--- src/qbpu_consts.vh ---
/*
 * Constants for the quasi-bidirectional port unit: reset values, bit
 * positions of alternate functions and machine-cycle phase numbers.
 * Assumes one clock period stands for one oscillator period.
 */
// Contract
// Four bidirectional ports, each bit a latch, driver and input buffer.
// Each latch bit loads internal bus on the write-to-latch strobe.
// Read-latch puts latch on bus; read-pin puts pin level on bus.
// Port zero carries multiplexed low address and data during bus use.
// Port two drives high address only for 16-bit accesses, else latch.
// During bus use port-two latch holds; port-zero latch loads all ones.
// Ports zero and two are not general I/O while serving the bus.
// Port three bits carry serial, interrupt, timer and strobe functions.
// Larger variant: port one bits 0 and 1 serve third timer.
// Alternate output reaches pin only while latch holds one.
// Latch one lets pin follow alternate output; pin feeds alternate input.
// Input use needs latch one; external source may pull low.
// Port-zero pull-up only while driving ones during bus use.
// Port-zero latch one outside bus use floats the pin.
// Reset sets all latches to one; writing one restores input.
// Machine cycle is six states of two phases, twelve periods.
// Address strobe high STATE1_PHASE2 to S2P1 and S4P2 to S5P1.
// Two fetches per cycle, skipped during external data move.
// Latch updates at STATE6_PHASE2; pin shows it at next S1P1; the unit's pin outputs show it at S2P1.
// Read-modify-write uses latch value; bit ops rewrite whole byte.
// Pin driven low when effective output zero, weakly high otherwise.
`ifndef QBPU_CONSTS_VH
`define QBPU_CONSTS_VH
`define QBPU_LATCH_RST   8'hff
`define QBPU_PHASES      4'hc
`define QBPU_PH_S1P1     4'h0
`define QBPU_PH_STATE1_PHASE2     4'h1
`define QBPU_PH_S2P1     4'h2
`define QBPU_PH_S4P1     4'h6
`define QBPU_PH_S4P2     4'h7
`define QBPU_PH_S5P1     4'h8
`define QBPU_PH_STATE6_PHASE2     4'hb
`define QBPU_P3_RXD      0
`define QBPU_P3_TXD      1
`define QBPU_P3_IRQA     2
`define QBPU_P3_IRQB     3
`define QBPU_P3_T0       4
`define QBPU_P3_T1       5
`define QBPU_P3_WR       6
`define QBPU_P3_RD       7
`define QBPU_P1_T2       0
`define QBPU_P1_THIRD_TIMER_TRIGGER     1
`endif

--- src/qbpu_port_unit.v ---
/*
 * Four 8-bit port latches with drivers, pin synchronisers, the external
 * bus multiplexing of ports zero and two and the machine-cycle framing.
 * Assumes the CPU core issues strobes on the same clock; pins are async.
 */
`timescale 1ns/1ns
`include "qbpu_consts.vh"
module qbpu_port_unit #(
  parameter LARGE_VARIANT = 1
) (
  // Clock and reset
  input  wire       clk_i,
  input  wire       sys_rst_i,
  // CPU side strobes
  input  wire [1:0] port_sel_i,
  input  wire       write_latch_i,
  input  wire       read_latch_i,
  input  wire       read_pin_i,
  input  wire       bit_op_i,
  input  wire [2:0] bit_sel_i,
  input  wire [7:0] bus_wdata_i,
  output reg  [7:0] bus_rdata_o,
  // External memory bus control
  input  wire       ext_bus_i,
  input  wire       addr16_i,
  input  wire       ext_data_phase_i,
  input  wire       ext_write_i,
  input  wire       ext_data_move_i,
  input  wire [7:0] ext_addr_lo_i,
  input  wire [7:0] ext_addr_hi_i,
  input  wire [7:0] ext_wdata_i,
  output reg  [7:0] ext_rdata_o,
  // Alternate outputs from peripherals
  input  wire       alt_txd_i,
  input  wire       alt_wr_i,
  input  wire       alt_rd_i,
  // Alternate inputs to peripherals
  output reg        alt_rxd_o,
  output reg        ext_irq_a_o,
  output reg        ext_irq_b_o,
  output reg        timer_zero_count_in_o,
  output reg        timer_one_count_in_o,
  output reg        third_timer_count_in_o,
  output reg        third_timer_trigger_o,
  // Machine cycle framing
  output reg        addr_latch_strobe_o,
  output reg        code_fetch_o,
  output reg  [3:0] phase_o,
  // Pins: input, output, enable (enable high while driven)
  input  wire [7:0] p0_pin_i,
  output reg  [7:0] p0_pin_o,
  output reg  [7:0] p0_pin_oe_o,
  input  wire [7:0] p1_pin_i,
  output reg  [7:0] p1_pin_o,
  output reg  [7:0] p1_pin_oe_o,
  input  wire [7:0] p2_pin_i,
  output reg  [7:0] p2_pin_o,
  output reg  [7:0] p2_pin_oe_o,
  input  wire [7:0] p3_pin_i,
  output reg  [7:0] p3_pin_o,
  output reg  [7:0] p3_pin_oe_o
);

  // ********************************
  // Machine cycle phase counter
  // ********************************
  reg  [3:0] phase;
  wire [3:0] next_phase = (phase == `QBPU_PHASES - 4'h1) ? 4'h0 : phase + 4'h1;

  always @(posedge clk_i) begin
    if (sys_rst_i) begin
      phase <= 4'h0;
    end else begin
      phase <= next_phase;
    end
  end

  // ********************************
  // Pin synchronisers
  // ********************************
  reg [31:0] pin_meta;
  reg [31:0] pin_sync;

  always @(posedge clk_i) begin
    if (sys_rst_i) begin
      pin_meta <= 32'hffffffff;
      pin_sync <= 32'hffffffff;
    end else begin
      pin_meta <= {p3_pin_i, p2_pin_i, p1_pin_i, p0_pin_i};
      pin_sync <= pin_meta;
    end
  end

  // ********************************
  // Port latches
  // ********************************
  reg  [7:0] port_zero_latch;
  reg  [7:0] port_one_latch;
  reg  [7:0] port_two_latch;
  reg  [7:0] port_three_latch;
  reg  [7:0] pend_data;
  reg  [1:0] pend_port;
  reg        pend_valid;

  function [7:0] sel_byte;
    input [1:0] sel;
    input [31:0] word;
    begin
      case (sel)
        2'd0:    sel_byte = word[7:0];
        2'd1:    sel_byte = word[15:8];
        2'd2:    sel_byte = word[23:16];
        default: sel_byte = word[31:24];
      endcase
    end
  endfunction

  wire [31:0] latch_word = {port_three_latch, port_two_latch,
                            port_one_latch, port_zero_latch};
  wire [7:0]  sel_latch  = sel_byte(port_sel_i, latch_word);
  // Bit op: read all eight latch bits, modify one, rewrite byte
  wire [7:0]  bit_mask   = 8'h01 << bit_sel_i;
  wire [7:0]  wr_value   = bit_op_i ?
                           ((sel_latch & ~bit_mask) | (bus_wdata_i & bit_mask)) :
                           bus_wdata_i;

  always @(posedge clk_i) begin
    if (sys_rst_i) begin
      pend_valid <= 1'b0;
      pend_port  <= 2'd0;
      pend_data  <= 8'h00;
    end else if (write_latch_i) begin
      pend_valid <= 1'b1;
      pend_port  <= port_sel_i;
      pend_data  <= wr_value;
    end else if (phase == `QBPU_PH_STATE6_PHASE2) begin
      pend_valid <= 1'b0;
    end
  end

  // Latch takes the held write at STATE6_PHASE2
  wire commit = pend_valid && (phase == `QBPU_PH_STATE6_PHASE2);

  always @(posedge clk_i) begin
    if (sys_rst_i) begin
      port_zero_latch  <= `QBPU_LATCH_RST;
      port_one_latch   <= `QBPU_LATCH_RST;
      port_two_latch   <= `QBPU_LATCH_RST;
      port_three_latch <= `QBPU_LATCH_RST;
    end else begin
      if (ext_bus_i)
        port_zero_latch <= `QBPU_LATCH_RST;
      else if (commit && pend_port == 2'd0)
        port_zero_latch <= pend_data;
      if (commit && pend_port == 2'd1)
        port_one_latch <= pend_data;
      if (commit && pend_port == 2'd2 && !ext_bus_i)
        port_two_latch <= pend_data;
      if (commit && pend_port == 2'd3)
        port_three_latch <= pend_data;
    end
  end

  // ********************************
  // Output sampling at phase 1
  // ********************************
  // Drivers sample latches on each phase one and at commit; commit sees the old latch, so a write reaches them at S1P2
  reg [31:0] drv_latch;
  wire       phase_one = ~phase[0];

  always @(posedge clk_i) begin
    if (sys_rst_i) begin
      drv_latch <= 32'hffffffff;
    end else if (phase_one || commit) begin
      drv_latch <= (commit ? {32{1'b0}} : latch_word) |
                   (commit ? latch_word : {32{1'b0}});
    end
  end

  // ********************************
  // Pin drivers
  // ********************************
  wire [7:0] alt3_out = {alt_rd_i, alt_wr_i, 1'b1, 1'b1, 1'b1, 1'b1,
                         alt_txd_i, 1'b1};
  wire [7:0] p0_bus_val = ext_data_phase_i ? ext_wdata_i : ext_addr_lo_i;
  wire       p0_bus_drv = ext_bus_i && (!ext_data_phase_i || ext_write_i);
  reg  [7:0] next_p0_o;
  reg  [7:0] next_p0_oe;
  reg  [7:0] next_p2_eff;
  reg  [7:0] next_p3_eff;

  always @* begin
    if (ext_bus_i) begin
      next_p0_o  = p0_bus_val;
      next_p0_oe = p0_bus_drv ? 8'hff : 8'h00;
    end else begin
      next_p0_o  = 8'h00;
      next_p0_oe = ~drv_latch[7:0];
    end
    next_p2_eff = (ext_bus_i && addr16_i) ? ext_addr_hi_i : drv_latch[23:16];
    next_p3_eff = drv_latch[31:24] & alt3_out;
  end

  always @(posedge clk_i) begin
    if (sys_rst_i) begin
      p0_pin_o    <= 8'h00;
      p0_pin_oe_o <= 8'h00;
      p1_pin_o    <= 8'hff;
      p1_pin_oe_o <= 8'h00;
      p2_pin_o    <= 8'hff;
      p2_pin_oe_o <= 8'h00;
      p3_pin_o    <= 8'hff;
      p3_pin_oe_o <= 8'h00;
    end else begin
      p0_pin_o    <= next_p0_o;
      p0_pin_oe_o <= next_p0_oe;
      // Strong low only; high is the weak pull-up
      p1_pin_o    <= drv_latch[15:8];
      p1_pin_oe_o <= ~drv_latch[15:8];
      p2_pin_o    <= next_p2_eff;
      p2_pin_oe_o <= ~next_p2_eff;
      p3_pin_o    <= next_p3_eff;
      p3_pin_oe_o <= ~next_p3_eff;
    end
  end

  // ********************************
  // CPU reads, bus read data, alternate inputs
  // ********************************
  always @(posedge clk_i) begin
    if (sys_rst_i) begin
      bus_rdata_o            <= 8'h00;
      ext_rdata_o            <= 8'h00;
      alt_rxd_o              <= 1'b1;
      ext_irq_a_o            <= 1'b1;
      ext_irq_b_o            <= 1'b1;
      timer_zero_count_in_o  <= 1'b1;
      timer_one_count_in_o   <= 1'b1;
      third_timer_count_in_o <= 1'b1;
      third_timer_trigger_o  <= 1'b1;
    end else begin
      if (read_latch_i)
        bus_rdata_o <= sel_latch;
      else if (read_pin_i)
        bus_rdata_o <= sel_byte(port_sel_i, pin_sync);
      if (ext_bus_i && ext_data_phase_i && !ext_write_i)
        ext_rdata_o <= pin_sync[7:0];
      alt_rxd_o              <= pin_sync[24 + `QBPU_P3_RXD];
      ext_irq_a_o            <= pin_sync[24 + `QBPU_P3_IRQA];
      ext_irq_b_o            <= pin_sync[24 + `QBPU_P3_IRQB];
      timer_zero_count_in_o  <= pin_sync[24 + `QBPU_P3_T0];
      timer_one_count_in_o   <= pin_sync[24 + `QBPU_P3_T1];
      third_timer_count_in_o <= LARGE_VARIANT ? pin_sync[8 + `QBPU_P1_T2] : 1'b1;
      third_timer_trigger_o  <= LARGE_VARIANT ? pin_sync[8 + `QBPU_P1_THIRD_TIMER_TRIGGER] : 1'b1;
    end
  end

  // ********************************
  // Strobe and fetch framing
  // ********************************
  always @(posedge clk_i) begin
    if (sys_rst_i) begin
      addr_latch_strobe_o <= 1'b0;
      code_fetch_o        <= 1'b0;
      phase_o             <= 4'h0;
    end else begin
      phase_o             <= next_phase;
      addr_latch_strobe_o <= (next_phase == `QBPU_PH_STATE1_PHASE2) ||
                             (next_phase == `QBPU_PH_S2P1) ||
                             (next_phase == `QBPU_PH_S4P2) ||
                             (next_phase == `QBPU_PH_S5P1);
      code_fetch_o        <= !ext_data_move_i &&
                             ((next_phase == `QBPU_PH_STATE1_PHASE2) ||
                              (next_phase == `QBPU_PH_S4P1));
    end
  end

endmodule // qbpu_port_unit

--- config.mk ---
export PLATFORM = sky130hd
export DESIGN_NAME = qbpu_port_unit
export DESIGN_NICKNAME = d
export VERILOG_FILES = /design/src/qbpu_port_unit.v
export VERILOG_INCLUDE_DIRS = /design/src /design/src/src
export SDC_FILE = /design/constraint.sdc
export NUM_CORES = 1
export LEC_CHECK = 0
export ABC_AREA = 1
export BUFFER_PORTS_ARGS = -buffer_cell sky130_fd_sc_hd__buf_4
export CAP_MARGIN = 10
export CORE_AREA = 2 2 154 156
export DETAILED_ROUTE_END_ITERATION = 8
export DIE_AREA = 0 0 156 158
export GPL_ROUTABILITY_DRIVEN = 0
export MAX_ROUTING_LAYER = met4
export PLACE_DENSITY_LB_ADDON = 0.2
export SLEW_MARGIN = 5
export SYNTH_ARGS = -nofsm -noshare
export SYNTH_HDL_FRONTEND = slang
export SYNTH_SLANG_ARGS = --single-unit
--- constraint.sdc ---
create_clock -name clk_i -period 1.7 [get_ports clk_i]
set_input_delay 0.17 -clock clk_i [delete_from_list [all_inputs] [get_ports clk_i]]
set_output_delay 0.17 -clock clk_i [all_outputs]
set_load 0.01 [all_outputs]
* Yosys cells after proc, flatten, opt, wreduce, memory -nomap -nowiden *
Index checks and enable logic that the tools add are counted.

operators by class
  $add $sub $neg = 1
  equal/unequal tests = 11
  shift-type cells = 1
  multiplexer cells = 14
  bitwise gates (word level) = 12
  reductions and logical operators = 27

operator list
  cell                   number
  $mux W32               2
  $mux W8                7
  $pmux W8 S3            2
  $not A8 Y8             5
  $or A32 B32 Y32        1
  $and A8 B8 Y8          3
  $logic_and A1 B1 Y1    11
  $eq A4 B3 Y1 const B   2
  $eq A4 B4 Y1 const B   2
  $or A8 B8 Y8           1
  $shl A1 B3 Y8 const A  1
  $eq A2 B2 Y1 const B   3
  $logic_or A1 B1 Y1     6
  $add A4 B1 Y4 const B  1
  $eq A2 B1 Y1 const B   2
  $eq A4 B1 Y1 const B   1
  $eq A4 B2 Y1 const B   1
  $logic_not A1 Y1       4
  $logic_not A2 Y1       2
  $mux W4                1
  $reduce_bool A2 Y1     2
  $reduce_or A2 Y1       2
  $mux W1                2
  $not A1 Y1             2

storage, ports and cells
  bits in registers = 232
  bits of input ports = 83
  output and inout bits = 93

* Logic depth before layout (Yosys ltp) *
  depth in word-level cells = 6
  mapped depth = 10
  gate-level depth less buffers = 9

* Worst setup path after synthesis *
OpenSTA, ideal clock, no wires.

  kind = register to register
  from = register phase_o[0] (netlist name)
  to = register port_one_latch[5]
  setup time = 138 ps
  arrival = 1579 ps
  required time = 1562 ps
  path slack = -17 ps
  cell stages (with the launch flop) = 11
  period minus slack after synthesis = 1717 ps
  path through = dfxtp_1 -> ha_1 -> nand2_2 -> nor2_4 -> nand2_2 -> buf_6 -> nor2_4 -> nand2_4 -> buf_6 -> nand2_1 -> o211ai_2

RTL lines
  what                    line                  RTL
  end signal: assignment  qbpu_port_unit.v:147  port_one_latch <= `QBPU_LATCH_RST;
  end signal: assignment  qbpu_port_unit.v:156  port_one_latch <= pend_data;
  end: declaration        qbpu_port_unit.v:98   reg [7:0] port_one_latch;

* Final worst setup path *
  from = input port ext_wdata_i[5]
  to = register p0_pin_o[5]

between the ends
  cells in the longest elaborated chain, start to end = 1

ends and longest elaborated chain
  what                    line                  RTL
  start: declaration      qbpu_port_unit.v:31   input wire [7:0] ext_wdata_i,
  $mux W8                 qbpu_port_unit.v:185  wire [7:0] p0_bus_val = ext_data_phase_i ? ext_wdata_i : ext_addr_lo_i;
  end signal: assignment  qbpu_port_unit.v:215  p0_pin_o <= next_p0_o;
  end: declaration        qbpu_port_unit.v:51   output reg [7:0] p0_pin_o,

No other way between the ends.
A chain may end at the register's enable or synchronous reset.

==> impl_metrics.prom <==
# TYPE chip_impl_metric gauge
chip_impl_info{name="outcome",value="finished, final reports clean"} 1
chip_impl_metric{name="grt_max_degree",unit=""} 84
chip_impl_metric{name="std_cell_rows",unit=""} 56
chip_impl_metric{name="wire_per_inst",unit="µm"} 13.2
chip_impl_info{name="timing.critical_path.to_type",value="flop"} 1
chip_impl_info{name="holdCritPathClass",value="input pin to flop"} 1
chip_impl_info{name="layout_top_registers",value="drv_latch x32, pin_meta x32, pin_sync x32"} 1
chip_impl_metric{name="drc",unit=""} 0
chip_impl_metric{name="fill_cells",unit=""} 2223
chip_impl_metric{name="post-route-worst-setup-slack",unit="ns"} 0.0479
chip_impl_metric{name="final-instance-count-excl-fill",unit=""} 1483
chip_impl_metric{name="yosys_register_bits",unit=""} 232
chip_impl_metric{name="synthDistinctLibCells",unit=""} 24
chip_impl_info{name="rsz_0062_raised_after_global_routing",value="no"} 1
chip_impl_metric{name="max_freq",unit="MHz"} 605
chip_impl_metric{name="io_pins",unit=""} 176
chip_impl_metric{name="worst_slew_margin_rel",unit="%"} 64.5
chip_impl_metric{name="gr_usage_total",unit="%"} 16.0
chip_impl_metric{name="netlist_instances",unit=""} 938
chip_impl_info{name="cts_tree",value="yes"} 1
chip_impl_metric{name="tightestPinTransition",unit="ns"} 0.530
chip_impl_metric{name="synthesis_to_layout_area_growth",unit="%"} 38.7
chip_impl_metric{name="cts_sinks",unit=""} 232
chip_impl_metric{name="finish.net_count",unit=""} 1265
chip_impl_metric{name="synth_simple_gate_area_share",unit="%"} 26.4
chip_impl_metric{name="ys_seq_area_share",unit="%"} 58.5
chip_impl_metric{name="dp.final_hpwl",unit="µm"} 13600
chip_impl_metric{name="overall_overflow_remaining_after_global_route",unit=""} 0
chip_impl_metric{name="cts_made_buffers",unit=""} 24
chip_impl_metric{name="n_antenna_cell",unit=""} 0
chip_impl_metric{name="die_h",unit="µm"} 158
chip_impl_metric{name="placement.cell_area",unit="mm²"} 0.00958
chip_impl_metric{name="synth.avg_cell_area",unit="µm²"} 8.46
chip_impl_metric{name="detail_route.vias_per_cell",unit=""} 4.44
chip_impl_metric{name="placed_cells_incl_taps",unit=""} 1378
chip_impl_info{name="path_class",value="input pin to flop"} 1
chip_impl_metric{name="vdd_ir_drop_max",unit="mV"} 0.504
chip_impl_info{name="critical_path.cell_chain",value="dlygate4sd3_1 -> buf_4 -> nand2_1 -> dlygate4sd3_1 -> a21oi_1 -> dlygate4sd3_1"} 1
chip_impl_metric{name="timing_max_transition_violations_final",unit=""} 0
chip_impl_info{name="worst_setup_path_start_kind",value="input pin"} 1
chip_impl_metric{name="maxCapViolCount",unit=""} 0
chip_impl_metric{name="worst-endpoint-required",unit="ns"} 2.09
chip_impl_metric{name="synth_async_reset_ratio",unit="%"} 0
chip_impl_metric{name="design_area",unit="mm²"} 0.0110
chip_impl_info{name="cts_root_buffer",value="clkbuf_16"} 1
chip_impl_metric{name="initial_core_util",unit="%"} 34.4
chip_impl_metric{name="p_leak",unit="nW"} 5.31
chip_impl_metric{name="clock_tree.buffer_depth",unit=""} 3
chip_impl_metric{name="totalNegativeSetupSlack",unit="ns"} 0
chip_impl_metric{name="fin_skew",unit="ns"} 0.0119
chip_impl_metric{name="clk-insertion-delay-late",unit="ns"} 0.51
chip_impl_metric{name="number_of_antenna_violations_at_the_first_check_in_global_routing",unit=""} 0
chip_impl_metric{name="synth-edff-count",unit=""} 0
chip_impl_info{name="combinational_family_with_the_most_area_after_synthesis",value="simple AND/OR/NAND/NOR gates"} 1
chip_impl_metric{name="synth_area",unit="mm²"} 0.00794
chip_impl_metric{name="final_setup_viols",unit=""} 0
chip_impl_metric{name="worst_hold_slack",unit="ns"} 0.0280
chip_impl_metric{name="postRouteWirelength",unit="µm"} 19600
chip_impl_metric{name="layout_min_cycle_time",unit="ns"} 1.65
chip_impl_metric{name="grt_first_pass_wirelength",unit="µm"} 30800
chip_impl_metric{name="detail-route-antenna-nets",unit=""} 0
chip_impl_metric{name="finalHoldViolCount",unit=""} 0
chip_impl_metric{name="synth-adder-area-share",unit="%"} 0.630
chip_impl_metric{name="synth.net_count",unit=""} 1025
chip_impl_metric{name="number_of_warnings_printed_during_yosys_synthesis",unit=""} 0
chip_impl_metric{name="htree_levels",unit=""} 1
chip_impl_metric{name="die_area",unit="mm²"} 0.0246
chip_impl_metric{name="period_share",unit="%"} 97.2
chip_impl_metric{name="crit_path_max_fanout",unit=""} 1
chip_impl_info{name="timing.critical_path.slowest_stage_cell",value="dlygate4sd3_1"} 1
chip_impl_metric{name="via_count",unit=""} 6588
chip_impl_info{name="critPathMostFrequentCell",value="dlygate4sd3_1"} 1
chip_impl_metric{name="yosys.area_share.xor_xnor",unit="%"} 0
chip_impl_metric{name="final_core_occ",unit="%"} 47.8
chip_impl_metric{name="drive_gt1_share",unit="%"} 26.3
chip_impl_metric{name="core_area",unit="mm²"} 0.0231
chip_impl_metric{name="proportion_of_synthesized_area_in_mux_cells",unit="%"} 0
chip_impl_metric{name="cts_setup_buffers",unit=""} 0
chip_impl_metric{name="power.total",unit="mW"} 12.1
chip_impl_info{name="primary_ff_master_synth",value="dfxtp_1"} 1
chip_impl_metric{name="drt_pass1_iterations",unit=""} 4
chip_impl_metric{name="synth_compound_gate_area_share",unit="%"} 8.32
chip_impl_metric{name="first_iter_violations",unit=""} 344
chip_impl_metric{name="clkTransAtPathRegs",unit="ns"} 0.06
chip_impl_metric{name="port-buffer-count",unit=""} 175
chip_impl_metric{name="pre_cts_ws",unit="ns"} 0.0912
chip_impl_metric{name="die_w",unit="µm"} 156
chip_impl_metric{name="cpPeakStageDelay",unit="ns"} 0.55
chip_impl_metric{name="grt_pass1_vias",unit=""} 6056
chip_impl_metric{name="cp.arrival",unit="ns"} 2.04
chip_impl_metric{name="power.density",unit="mW/mm²"} 1100
chip_impl_metric{name="ff2ff_setup_slack",unit="ns"} 0.17
==> worst max-delay path, delay by kind of cell <==
| kind | cells | cell delay (ns) |
|---|---|---|
| simple gates | 1 | 0.05 |
| buf+inv | 4 | 1.76 |
| compound gates | 1 | 0.06 |
==> worst paths after layout <==
check,endpoint,from,cells after the start
worst max-delay path,p0_pin_o[5],ext_wdata_i[5],6
worst max register to register,drv_latch[3],phase_o[0],9
worst min-delay path,pend_data[2],bus_wdata_i[2],5
worst min register to register,pin_sync[31],pin_meta[31],1
==> what timing repair did <==
item,CTS,global route
endpoints found under the setup margin,0,14
gates resized for setup,0,3
hold endpoints to repair,65,1
hold buffers,64,1
==> cells in the final DEF, fill, tap and decap left out, types with 3 or more instances in the layout <==
cell,instances
nand3_1,83
o211ai_2,8
clkinv_1,4
clkbuf_1,3
clkinv_2,4
or2_2,67
nor2_1,92
o21ai_0,26
dfxtp_1,231
nand2_1,221
a21oi_1,50
dlygate4sd3_1,64
buf_12,3
clkbuf_8,6
ha_1,4
inv_1,74
clkbuf_16,25
nand2_2,3
buf_4,186
o211ai_1,24
==> kinds of logic (layout without fill, tap and decap cells) <==
| family | after synthesis | after routing |
|---|---|---|
| buf+inv | 119 | 374 |
| flops | 232 | 232 |
| fa+ha+maj | 4 | 4 |
| simple gates | 475 | 475 |
| compound gates | 108 | 108 |
==> cell type report <==
| class | instances | area, µm² | share of cell area (%) |
|---|---|---|---|
| repair buffers | 253 | 2100 | 19.0 |
| well taps | 290 | 363 | 3.29 |
| inverters | 80 | 300 | 2.73 |
| flip-flops and latches | 232 | 4650 | 42.2 |
| clock buffers | 34 | 719 | 6.53 |
| multi-input cells | 587 | 2830 | 25.6 |
| clock inverters | 7 | 65.1 | 0.591 |
==> layer usage <==
| layer | share of wire, % | track usage, % | routed length [µm] | vias up |
|---|---|---|---|---|
| met5 | 0 | - | 0 | - |
| met4 | 2.1 | 4.50 | 412 | 0 |
| met3 | 5.5 | 2.63 | 1080 | 29 |
| met2 | 49 | 27.4 | 9540 | 171 |
| met1 | 44 | 19.7 | 8520 | 2932 |
| li1 | - | - | - | 3456 |
==> synthesized netlist by cell type, types with 2 or more instances <==
library cell    n  share of area, %
buf_4           2              0.19
nor2_1         92               4.3
clkinv_1        4              0.19
nand2_1       222                10
inv_2           2             0.095
dfxtp_1       232                58
nand2_2         3              0.24
buf_6           2              0.28
nand3_1        83               5.2
o211ai_1       24               2.3
buf_2          13              0.82
a21oi_1        50               3.2
ha_1            4              0.63
clkbuf_1       22               1.0
or2_2          67               5.3
o21ai_0        26               1.6
nor2_4          2              0.28
o211ai_2        8               1.3
nand4_1         2              0.16
inv_1          74               3.5
==> report_power, final <==
group	switching (mW)	total (mW)	internal, mW	leakage [nW]
Combinational	0.608	1.19	0.585	3.02
Sequential	0.101	5.79	5.68	1.91
Clock	2.06	5.14	3.08	0.385
No activity file was read; power rests on OpenSTA's default activity.
